--- src/shared/csdec_pkg.sv ---
// Purpose: shared constants for the chip-select address decoder
// Assumes: apb slave with 32-bit data, one aligned word per register
// Notes: base/mask pairs sit at a stride of 12 bytes per select
package csdec_pkg;
  localparam int NUM_SEL = 8;
  localparam logic [11:0] SEL_FIRST_OFF = 12'h080;
  localparam logic [11:0] SEL_STRIDE = 12'h00c;
  localparam logic [11:0] BASE_OFF = 12'h000;
  localparam logic [11:0] MASK_OFF = 12'h004;
  localparam logic [11:0] STATUS_OFF = 12'h0e0;
  localparam int ADDR_HI = 31;
  localparam int ADDR_LO = 16;
  localparam int IGN_LSB = 16;
  localparam int IGN_MSB = 31;
  localparam int WGUARD_BIT = 8;
  localparam int ALTM_BIT = 6;
  localparam int CPUSP_BIT = 5;
  localparam int SCODE_BIT = 4;
  localparam int SDATA_BIT = 3;
  localparam int UCODE_BIT = 2;
  localparam int UDATA_BIT = 1;
  localparam int OK_BIT = 0;
  localparam logic [31:0] MASK_WMASK = 32'hffff017f;
  localparam logic [15:0] BASE_RST = 16'h0000;
  localparam logic [31:0] MASK_RST = 32'h00000000;
  localparam int BLOCK_LOG_BASE = 16;
  typedef enum logic [2:0] {
    CSDEC_CPU_SPACE, CSDEC_SUP_CODE, CSDEC_SUP_DATA, CSDEC_USER_CODE, CSDEC_USER_DATA
  } csdec_space_e;
endpackage

--- src/hdl/csdec_match.sv ---
// Purpose: one select's address and access-type decode
// Assumes: combinational, fed from registered configuration
// Notes: hit excludes the valid flag; the top adds it
`timescale 1ns/10ps
module csdec_match (
  // configuration
  input wire logic [15:0] baseVal,
  input wire logic [31:0] maskVal,
  // access
  input wire logic [31:0] accAddr,
  input wire logic accWrite,
  input wire logic accAlt,
  input wire logic [2:0] accSpace,
  // result
  output logic hit
);
  logic [15:0] ignore;
  logic addrOk;
  logic typeMasked;
  logic wrBlocked;
  always_comb begin
    ignore = maskVal[csdec_pkg::IGN_MSB:csdec_pkg::IGN_LSB];
    addrOk = ((accAddr[csdec_pkg::ADDR_HI:csdec_pkg::ADDR_LO] ^ baseVal) & ~ignore) == 16'h0000;
    unique case (accSpace)
      csdec_pkg::CSDEC_CPU_SPACE: typeMasked = maskVal[csdec_pkg::CPUSP_BIT];
      csdec_pkg::CSDEC_SUP_CODE: typeMasked = maskVal[csdec_pkg::SCODE_BIT];
      csdec_pkg::CSDEC_SUP_DATA: typeMasked = maskVal[csdec_pkg::SDATA_BIT];
      csdec_pkg::CSDEC_USER_CODE: typeMasked = maskVal[csdec_pkg::UCODE_BIT];
      csdec_pkg::CSDEC_USER_DATA: typeMasked = maskVal[csdec_pkg::UDATA_BIT];
      default: typeMasked = 1'b1;
    endcase
    if (accAlt && !maskVal[csdec_pkg::ALTM_BIT] && accSpace != csdec_pkg::CSDEC_CPU_SPACE) begin
      typeMasked = 1'b0;
    end
    wrBlocked = accWrite && maskVal[csdec_pkg::WGUARD_BIT];
    hit = addrOk && !typeMasked && !wrBlocked;
  end
endmodule // csdec_match

--- src/hdl/csdec_apb.sv ---
// Purpose: apb slave front end for the decoder registers
// Assumes: zero wait states, pready tied high by this logic
// Notes: unmapped addresses read zero, writes ignored, pslverr low
`timescale 1ns/10ps
module csdec_apb (
  // apb
  input wire logic psel,
  input wire logic penable,
  input wire logic pwrite,
  output logic pready,
  output logic pslverr,
  // decoded strobes
  output logic wrStb,
  output logic rdStb
);
  always_comb begin
    pready = 1'b1;
    pslverr = 1'b0;
    wrStb = psel && penable && pwrite;
    rdStb = psel && penable && !pwrite;
  end
endmodule // csdec_apb

--- src/hdl/csdec_top.sv ---
// Purpose: eight-way chip-select address decoder with apb registers
// Assumes: access signals come from logic on the same clock
// Notes: selects are registered, one cycle after the access is presented
// Summary of operation
// - each select compares its base against address bits 31 to 16.
// - each set ignore bit makes its address bit a don't-care.
// - block size is two to the power of sixteen plus the set ignore bits.
// - with write_guard set, writes do not assert the select and raise nothing.
// - alt masters with alt_master_qualify clear ignore the four code/data masks.
// - five space masks: cpu space, sup code, sup data, user code, user data.
// - a masked access type leaves the select off while a normal cycle runs.
// - outside global mode, a select never asserts while its entry_ok_flag is clear.
// - reset clears every entry_ok_flag.
// - after reset the boot select asserts for every access, others stay off.
// - once boot valid is set, global mode returns only with system reset.
//
// The register addresses and the APB register port were chosen for this implementation.
`timescale 1ns/10ps
module csdec_top #(
  parameter int NUM_SEL = csdec_pkg::NUM_SEL
) (
  // clock and reset
  input wire logic clock,
  input wire logic rst_n,
  // apb
  input wire logic psel,
  input wire logic penable,
  input wire logic pwrite,
  input wire logic [11:0] paddr,
  input wire logic [31:0] pwdata,
  output logic [31:0] prdata,
  output logic pready,
  output logic pslverr,
  // access under decode
  input wire logic accValid,
  input wire logic [31:0] accAddr,
  input wire logic accWrite,
  input wire logic accAlt,
  input wire logic [2:0] accSpace,
  // selects, active low
  output logic [NUM_SEL-1:0] selOut_n,
  output logic bootGlobal
);
  initial begin
    if (NUM_SEL < 1 || NUM_SEL > 8) begin
      $error("NUM_SEL must be 1 to 8");
    end
  end

  ////////////////////////////////////////////////////////////////////////////////
  logic wrStb;
  logic rdStb;
  logic [15:0] base_q [NUM_SEL];
  logic [15:0] base_d [NUM_SEL];
  logic [31:0] mask_q [NUM_SEL];
  logic [31:0] mask_d [NUM_SEL];
  logic globalMode_q;
  logic globalMode_d;
  logic [NUM_SEL-1:0] sel_q;
  logic [NUM_SEL-1:0] sel_d;
  logic [NUM_SEL-1:0] hit;
  logic [31:0] rd_q;
  logic [31:0] rd_d;

  // register index for an offset, or -1
  function automatic int regSlot(input logic [11:0] a, input logic isMask);
    int s;
    logic [11:0] off;
    regSlot = -1;
    for (s = 0; s < NUM_SEL; s++) begin
      off = csdec_pkg::SEL_FIRST_OFF + 12'(s) * csdec_pkg::SEL_STRIDE
          + (isMask ? csdec_pkg::MASK_OFF : csdec_pkg::BASE_OFF);
      if (a == off) begin
        regSlot = s;
      end
    end
  endfunction

  csdec_apb uApb (
    .psel(psel),
    .penable(penable),
    .pwrite(pwrite),
    .pready(pready),
    .pslverr(pslverr),
    .wrStb(wrStb),
    .rdStb(rdStb)
  );

  ////////////////////////////////////////////////////////////////////////////////
  // register writes
  always_comb begin
    int bs;
    int ms;
    bs = regSlot(paddr, 1'b0);
    ms = regSlot(paddr, 1'b1);
    for (int i = 0; i < NUM_SEL; i++) begin
      base_d[i] = base_q[i];
      mask_d[i] = mask_q[i];
      if (wrStb && bs == i) begin
        base_d[i] = pwdata[15:0];
      end
      if (wrStb && ms == i) begin
        mask_d[i] = pwdata & csdec_pkg::MASK_WMASK;
      end
    end
    globalMode_d = globalMode_q && !mask_q[0][csdec_pkg::OK_BIT];
  end

  always_ff @(posedge clock or negedge rst_n) begin
    if (!rst_n) begin
      for (int i = 0; i < NUM_SEL; i++) begin
        base_q[i] <= csdec_pkg::BASE_RST;
        mask_q[i] <= csdec_pkg::MASK_RST;
      end
      globalMode_q <= 1'b1;
    end else begin
      for (int i = 0; i < NUM_SEL; i++) begin
        base_q[i] <= base_d[i];
        mask_q[i] <= mask_d[i];
      end
      globalMode_q <= globalMode_d;
    end
  end

  ////////////////////////////////////////////////////////////////////////////////
  // read data
  always_comb begin
    int bs;
    int ms;
    bs = regSlot(paddr, 1'b0);
    ms = regSlot(paddr, 1'b1);
    rd_d = 32'h00000000;
    if (bs >= 0) begin
      rd_d = {base_q[bs], 16'h0000};
    end else if (ms >= 0) begin
      rd_d = mask_q[ms];
    end else if (paddr == csdec_pkg::STATUS_OFF) begin
      rd_d = {23'h0, globalMode_q, 8'(sel_q)};
    end
    if (!(psel && !penable && !pwrite)) begin
      rd_d = rd_q;
    end
  end

  always_ff @(posedge clock or negedge rst_n) begin
    if (!rst_n) begin
      rd_q <= 32'h00000000;
    end else begin
      rd_q <= rd_d;
    end
  end

  ////////////////////////////////////////////////////////////////////////////////
  // decode
  genvar g;
  generate
    for (g = 0; g < NUM_SEL; g++) begin : gSel
      csdec_match uMatch (
        .baseVal(base_q[g]),
        .maskVal(mask_q[g]),
        .accAddr(accAddr),
        .accWrite(accWrite),
        .accAlt(accAlt),
        .accSpace(accSpace),
        .hit(hit[g])
      );
    end
  endgenerate

  always_comb begin
    sel_d = '0;
    for (int i = 0; i < NUM_SEL; i++) begin
      if (accValid && !globalMode_q && mask_q[i][csdec_pkg::OK_BIT] && hit[i]) begin
        sel_d[i] = 1'b1;
      end
    end
    if (accValid && globalMode_q) begin
      sel_d[0] = 1'b1;
    end
  end

  always_ff @(posedge clock or negedge rst_n) begin
    if (!rst_n) begin
      sel_q <= '0;
    end else begin
      sel_q <= sel_d;
    end
  end

  always_comb begin
    selOut_n = ~sel_q;
    prdata = rd_q;
    bootGlobal = globalMode_q;
  end
endmodule // csdec_top

--- config.mk ---
export PLATFORM = sky130hd
export DESIGN_NAME = csdec_top
export DESIGN_NICKNAME = d
export VERILOG_FILES = /design/src/shared/csdec_pkg.sv /design/src/hdl/csdec_match.sv /design/src/hdl/csdec_apb.sv /design/src/hdl/csdec_top.sv
export SDC_FILE = /design/constraint.sdc
export NUM_CORES = 1
export LEC_CHECK = 0
export BUFFER_PORTS_ARGS = -buffer_cell sky130_fd_sc_hd__buf_4
export CORE_MARGIN = 10
export CORE_UTILIZATION = 45
export CTS_CLUSTER_SIZE = 8
export DETAILED_ROUTE_END_ITERATION = 16
export SYNTH_ARGS = -nofsm -noshare
export SYNTH_HDL_FRONTEND = slang
export SYNTH_SLANG_ARGS = --single-unit
--- constraint.sdc ---
create_clock -name clock -period 2.5 [get_ports clock]
set_input_delay 0.5 -clock clock [delete_from_list [all_inputs] [get_ports clock]]
set_output_delay 0.5 -clock clock [all_outputs]
set_load 0.02 [all_outputs]
==> results of run 1 <==
synthesized netlist by cell type, types with 8 or more instances:
library cell,count
clkbuf_1,67
nor3_1,20
xnor2_1,129
nand3_1,57
mux2_4,10
nor2_1,42
a311oi_1,8
buf_4,28
a22o_1,8
a211oi_1,10
nor4_1,8
nor3b_1,9
and3_1,9
mux2_2,326
a221o_1,16
o31ai_1,9
inv_1,10
o21ai_0,23
nand2_1,165
o2111ai_1,9
a221oi_1,14
nor2b_1,12
o22ai_1,60
dfrtp_1,353
a222oi_1,8
mux2i_1,36
buf_2,35
a21oi_1,63
power by group through the flow:
stage / Clock [uW] / Sequential [uW] / Combinational [uW]
3_3_place_gp: 0 / 5850 / 873
6_report: 6030 / 5760 / 895
4_1_cts: 6080 / 5760 / 882
5_1_grt: 6330 / 5750 / 947
3_5_place_dp: 0 / 5850 / 877
2_1_floorplan: 0 / 5850 / 363
metrics by stage:
step	power [uW]	area, sq um
final	12700	23100
after CTS	12700	23100
after global routing	13000	23100
after global placement	6720	21700
after floorplan	6220	19300
after detailed placement	6730	21700
area by class of cell:
cell class	count	area (sq um)
tap	532	666
sequential	354	8860
multi-input combinational	1171	9690
clock inverter	4	38.8
timing repair buffer	275	2540
clock buffer	52	1270
inverter	10	37.5
fill	3463	18100
worst max-delay path by stage:
stage | to
after floorplan | prdata[27]
after global placement | prdata[25]
after detailed placement | prdata[21]
after CTS | prdata[30]
after global routing | prdata[30]
final | prdata[30]
metal layers:
| layer | track usage, % | up-vias |
|---|---|---|
| li1 | - | 6415 |
| met1 | 38.3 | 7814 |
| met2 | 42.3 | 814 |
| met3 | 7.66 | 161 |
| met4 | 10.6 | 2 |
| met5 | 0 | - |
cell families after synthesis:
group / after synthesis
muxes: 381
and+or+nand+nor: 369
DFF: 354
AOI/OAI and AO/OA: 279
buffers and inverters: 144
xor gates and xnor gates: 133
other: 2
flip-flops by register name, summed over array words and instances (netlist names):
signal	count
base_q	128
bootGlobal	1
mask_q	192
prdata	25
sel_q	8
repair_timing:
action / 4_1_cts / 5_1_grt
gates resized for setup: 3 / 7
endpoints found under the hold margin: 48 / 0
gates cloned: 0 / 0
endpoints found under the setup margin: 5 / 19
buffers inserted: 5 / 1
hold buffers: 1 / 0
pin swaps: 6 / 2
==> out/results.txt, run 1 <==
Status -> finished with violations
Violated checks -> setup timing
Buf/Inv on CP -> 4
Vias in the first global route -> 15.1k
WP depth -> 11
Area Growth Syn to Fin -> 22.3%
Final setup margin -> -0.0322 ns
Reg2Reg Setup Slack -> 0.33 ns
Port buffer count -> 104
# DRC -> 0
Post-synth cell types -> 74
CTS tree -> built
P per Cell Area -> 549 nW/um^2
Hold Path Stages -> 2
Initial drt markers -> 1614
Final number of setup-violating endpoints -> 5
First-pass GRT wire length -> 105000 um
CTS Root Cell -> clkbuf_16
CTS Buffer Depth -> 3
Mapped Cells -> 1662
Slowest stage delay, CP -> 0.56 ns
Internal power -> 9600 uW
Clock Latency Late Sink -> 0.60 ns
Largest net degree at the start of global routing -> 66
Clock group share of total power -> 47.5%
HP Start -> accValid
Leak -> 0.0104 uW
Warnings, synthesis -> 0
FFs w/ async S/R, synth -> 100%
Final wirelength -> 72000 um
Commonest cells after routing, fill and taps aside -> dfrtp_1, mux2_2, buf_4
Core area -> 41200 sq um
Reg2reg path depth -> 7
Largest family of logic cells by synthesized area -> multiplexers
Antenna diodes -> 0
Crit. End Element -> flop
Comb power frac -> 7.1%
RR Endpoint -> sel_q[4]
DR pass1 iterations -> 5
GRT Overall Usage -> 28.2%
Worst Path Required -> 2.98 ns
Clock skew -> 0.0240 ns
Worst hold slack -> 0.170 ns
Psw -> 3090 uW
WP data arrival -> 3.01 ns
Fin. Hold Viols -> 0
Crit path from -> paddr[8]
H-tree Lvls -> 2
Top cell type's share of synthesized area -> 46.8%
Die area -> 50500 sq um
Initial Util -> 45.8%
Hpwl dp -> 52200 um
RSZ-0062 raised after global routing -> true
Layout Utilization -> 56.0%
Post-synthesis compound-gate area fraction -> 10.3%
Startpoint Class -> primary input
Peak VDD IR -> 0.000552 V
Post-Synth XOR/XNOR Area -> 6.17%
Post-layout min period -> 2.53 ns
Place WS -> -0.669 ns
CTS clk-pin slew, worst paths -> 0.05 ns
Most common cell after layout, fill and taps aside -> dfrtp_1
Leading area contributor after synthesis -> dfrtp_1
Mean number of vias per cell -> 6.34
GRT overflow -> 0
Switching share of power -> 24.3%
Non-filler cells, final -> 2398
Top sig layer -> met5
Cts bufs inserted -> 50
Layout cells sized above 1 -> 37.8%
Flop pwr share -> 45.4%
Largest cells by area after synthesis -> dfrtp_1, mux2_2, xnor2_1
Number of synthesized flops with an enable pin -> 0
Antenna violations before repair -> 3
Row cnt -> 74
DRT antenna net count -> 0
Die width -> 225 um
Fmax -> 395 MHz
Vias -> 15.2k
Critical-path cell list -> buf_6 -> or4_4 -> nor4_4 -> buf_4 -> nor3_4 -> buf_12 -> buf_4 -> a221o_1 -> a21oi_1 -> o32ai_1 -> a221o_1
Post-synthesis sequential area ratio -> 46.9%
Met3 routed WL -> 7300 um
Met1 Routed Length -> 30200 um
CP Class -> in2reg
Tightest Pin Transition -> 0.696 ns
Setup tns final -> -0.0665 ns
Slew HR -> 53.5%
DIE HEIGHT -> 225 um
Post-detailed-route wirelength per cell -> 30.0 um
FF+latch count, synth -> 354
Max Cap Viol -> 0
Post-synthesis adder-cell area fraction -> 0%
Fin. max-slew vios -> 0
Mux cell area share after synthesis -> 22.8%
Period utilization -> 101%
Placed Cells -> 2335
Hold EP -> sel_q[0]
Mapped Avg Cell Area -> 11.4 sq um
Hold Path Class -> in2reg
CP max stage cell -> or4_4
Post-Synth Simple-Gate Area -> 10.1%
FF-to-FF Start -> bootGlobal
Synthesized cell area -> 18900 sq um
CP delay by family, top -> simple AND/OR/NAND/NOR gates
I/O pins -> 130
Final #Nets -> 1949
Top_reg_cell synth -> dfrtp_1
CP max FO -> 20
Met2 Routed Length -> 31600 um
GP Congestion -> 0.985
Clock Sinks -> 354
Note: power is estimated with default switching activity, not from simulation.
==> inputs of run 2 (changes only) <==
--- a/config.mk
+++ b/config.mk
@@ -10,6 +10,7 @@
 export CORE_UTILIZATION = 45
 export CTS_CLUSTER_SIZE = 8
 export DETAILED_ROUTE_END_ITERATION = 16
+export MAX_ROUTING_LAYER = met4
 export SYNTH_ARGS = -nofsm -noshare
 export SYNTH_HDL_FRONTEND = slang
 export SYNTH_SLANG_ARGS = --single-unit
==> run 2 against run 1 <==
  * The run still ends with setup timing left
  * Sequential share of layout area decreased by 0.34 points
  * Register-to-register slack about the same
  * First-iteration DRC count increased by 6.2%
  * Critical path depth decreased by 1
  * Critical endpoint is now prdata[29]
  * Critical path type unchanged
  * Total power increased by 1.0%
  * Flip-flop and latch count unchanged
==> out/results.txt, run 2 (synthesis results as in run 1) <==
Status -> finished with violations (unchanged)
Violated checks -> setup timing (unchanged)
Worst Path Required -> 2.97 ns (was 2.98 ns)
Final setup margin -> -0.0406 ns (was -0.0322 ns)
Dpl cell area -> 21800 sq um (was 21700 sq um)
Fmax -> 394 MHz (was 395 MHz)
Layout Utilization -> 56.6% (was 56.0%)
Period utilization -> 102% (was 101%)
CP max FO -> 11 (was 20)
Clock Sinks -> 354 (unchanged)
HP Start -> accValid (unchanged)
Core area -> 41200 sq um (unchanged)
Commonest cells after routing, fill and taps aside -> dfrtp_1, mux2_2, buf_4 (unchanged)
CP Class -> in2reg (unchanged)
FF-to-FF Start -> bootGlobal (unchanged)
Mean number of vias per cell -> 6.33 (was 6.34)
Post-detailed-route wirelength per cell -> 30.0 um (about the same)
I/O pins -> 130 (unchanged)
Final number of setup-violating endpoints -> 7 (was 5)
Final wirelength -> 72600 um (was 72000 um)
Row cnt -> 74 (unchanged)
GRT Overall Usage -> 29.2% (was 28.2%)
WP data arrival -> 3.01 ns (about the same)
Largest net degree at the start of global routing -> 77 (was 66)
P per Cell Area -> 550 nW/um^2 (was 549 nW/um^2)
Most common cell after layout, fill and taps aside -> dfrtp_1 (unchanged)
Max reg flops -> 192 (unchanged)
Die width -> 225 um (unchanged)
Final Cell Area -> 23300 sq um (was 23100 sq um)
H-tree Lvls -> 2 (unchanged)
Port buffer count -> 104 (unchanged)
Layout cells sized above 1 -> 38.1% (was 37.8%)
Post-layout min period -> 2.54 ns (was 2.53 ns)
Initial Util -> 45.8% (unchanged)
DRT antenna net count -> 0 (unchanged)
Initial drt markers -> 1714 (was 1614)
Die area -> 50500 sq um (unchanged)
Leak -> 0.0105 uW (was 0.0104 uW)
CTS tree -> built (unchanged)
Max Cap Viol -> 0 (unchanged)
Clock Latency Late Sink -> 0.59 ns (was 0.60 ns)
Vias in the first global route -> 15.1k (about the same)
Crit. End Element -> flop (unchanged)
RSZ-0062 raised after global routing -> true (unchanged)
DR pass1 iterations -> 7 (was 5)
Area Growth Syn to Fin -> 23.4% (was 22.3%)
Hpwl dp -> 52500 um (was 52200 um)
Antenna violations before repair -> 2 (was 3)
Largest reg by FF count -> mask_q (unchanged)
GP Congestion -> 1.01 (was 0.985)
Tightest Pin Transition -> 0.784 ns (was 0.696 ns)
Clock skew -> 0.0110 ns (was 0.0240 ns)
CTS Buffer Depth -> 3 (unchanged)
Peak VDD IR -> 0.000533 V (was 0.000552 V)
CTS clk-pin slew, worst paths -> 0.05 ns (about the same)
Place WS -> -0.685 ns (was -0.669 ns)
GRT overflow -> 0 (unchanged)
Slew HR -> 47.7% (was 53.5%)
Vias -> 15.3k (was 15.2k)
Hold Path Class -> in2reg (unchanged)
Cts bufs inserted -> 50 (unchanged)
Reg2Reg Setup Slack -> 0.34 ns (was 0.33 ns)
Hold Path Stages -> 2 (unchanged)
# DRC -> 0 (unchanged)
Final #Nets -> 1962 (was 1949)
Startpoint Class -> primary input (unchanged)
Fin. max-slew vios -> 0 (unchanged)
Reg2reg path depth -> 6 (was 7)
RR Endpoint -> sel_q[7] (was sel_q[4])
Hold EP -> sel_q[0] (unchanged)
DIE HEIGHT -> 225 um (unchanged)
CTS Root Cell -> clkbuf_16 (unchanged)
First-pass GRT wire length -> 106000 um (was 105000 um)
Fin. Hold Viols -> 0 (unchanged)
[run 2: cell types whose count changed in the layout (fill, tap and decap cells not counted), sizes merged]
cell    delta
clkbuf    +11
diode      +1
buf       +13
clkinv     -1
[run 2: where the power goes]
part / switching, uW / internal, uW / total, uW
clock: 2530 / 3630 / 6160
sequential: 8.96 / 5750 / 5760
combinational: 586 / 312 / 898
[run 2: routing by layer]
layer	part of all wire [%]	wire length (um)	track usage (%)	vias up
met5	0	0	-	-
met4	3.7	2670	10.6	0
met3	8.9	6480	5.70	146
met2	45	32400	42.9	800
met1	43	31100	39.4	7931
li1	-	-	-	6450
[run 2: cell type report]
type | instances | area (sq um)
Fill cell | 3501 | 17900
Antenna cell | 1 | 2.50
Timing Repair Buffer | 288 | 2690
Inverter | 10 | 37.5
Tap cell | 532 | 666
Clock buffer | 63 | 1320
Multi-Input combinational cell | 1171 | 9700
Clock inverter | 3 | 33.8
Sequential cell | 354 | 8860
[run 2: worst max path at each step]
stage,from,endpoint,slack (ns)
floorplan,paddr[7],prdata[27],-0.54
global placement,paddr[6],prdata[23],-0.64
detailed placement,paddr[6],prdata[30],-0.68
CTS,paddr[8],prdata[16],-0.004
global route,paddr[8],prdata[27],-0.13
finish,paddr[8],prdata[29],-0.04
[run 2: timing repair]
action | CTS | global route
pin swaps | 6 | 3
hold buffers | 1 | 0
setup buffers | 5 | 4
endpoints found under the setup margin | 12 | 24
resized for setup | 5 | 11
hold endpoints to repair | 65 | 0
[run 2: worst max-delay path: stages]
cell	delay, ns
buf_6	0.09
or4_4	0.55
nor4_4	0.45
or2_4	0.24
buf_12	0.15
buf_4	0.24
mux2i_1	0.23
o21ai_0	0.09
o2bb2ai_1	0.14
a221o_1	0.31
[run 2: per-stage QoR]
stage / TNS [ns] / hold WS, ns / std cells / power, uW
detailed placement: -134.69 / 0.476 / 2345 / 6730
CTS: -0.00385 / 0.134 / 2417 / 12900
floorplan: -51.02 / 0.204 / 1669 / 6220
global route: -1.24 / 0.166 / 2422 / 13100
finish: -0.149 / 0.157 / 2422 / 12800
global placement: -127.66 / 0.476 / 2345 / 6720
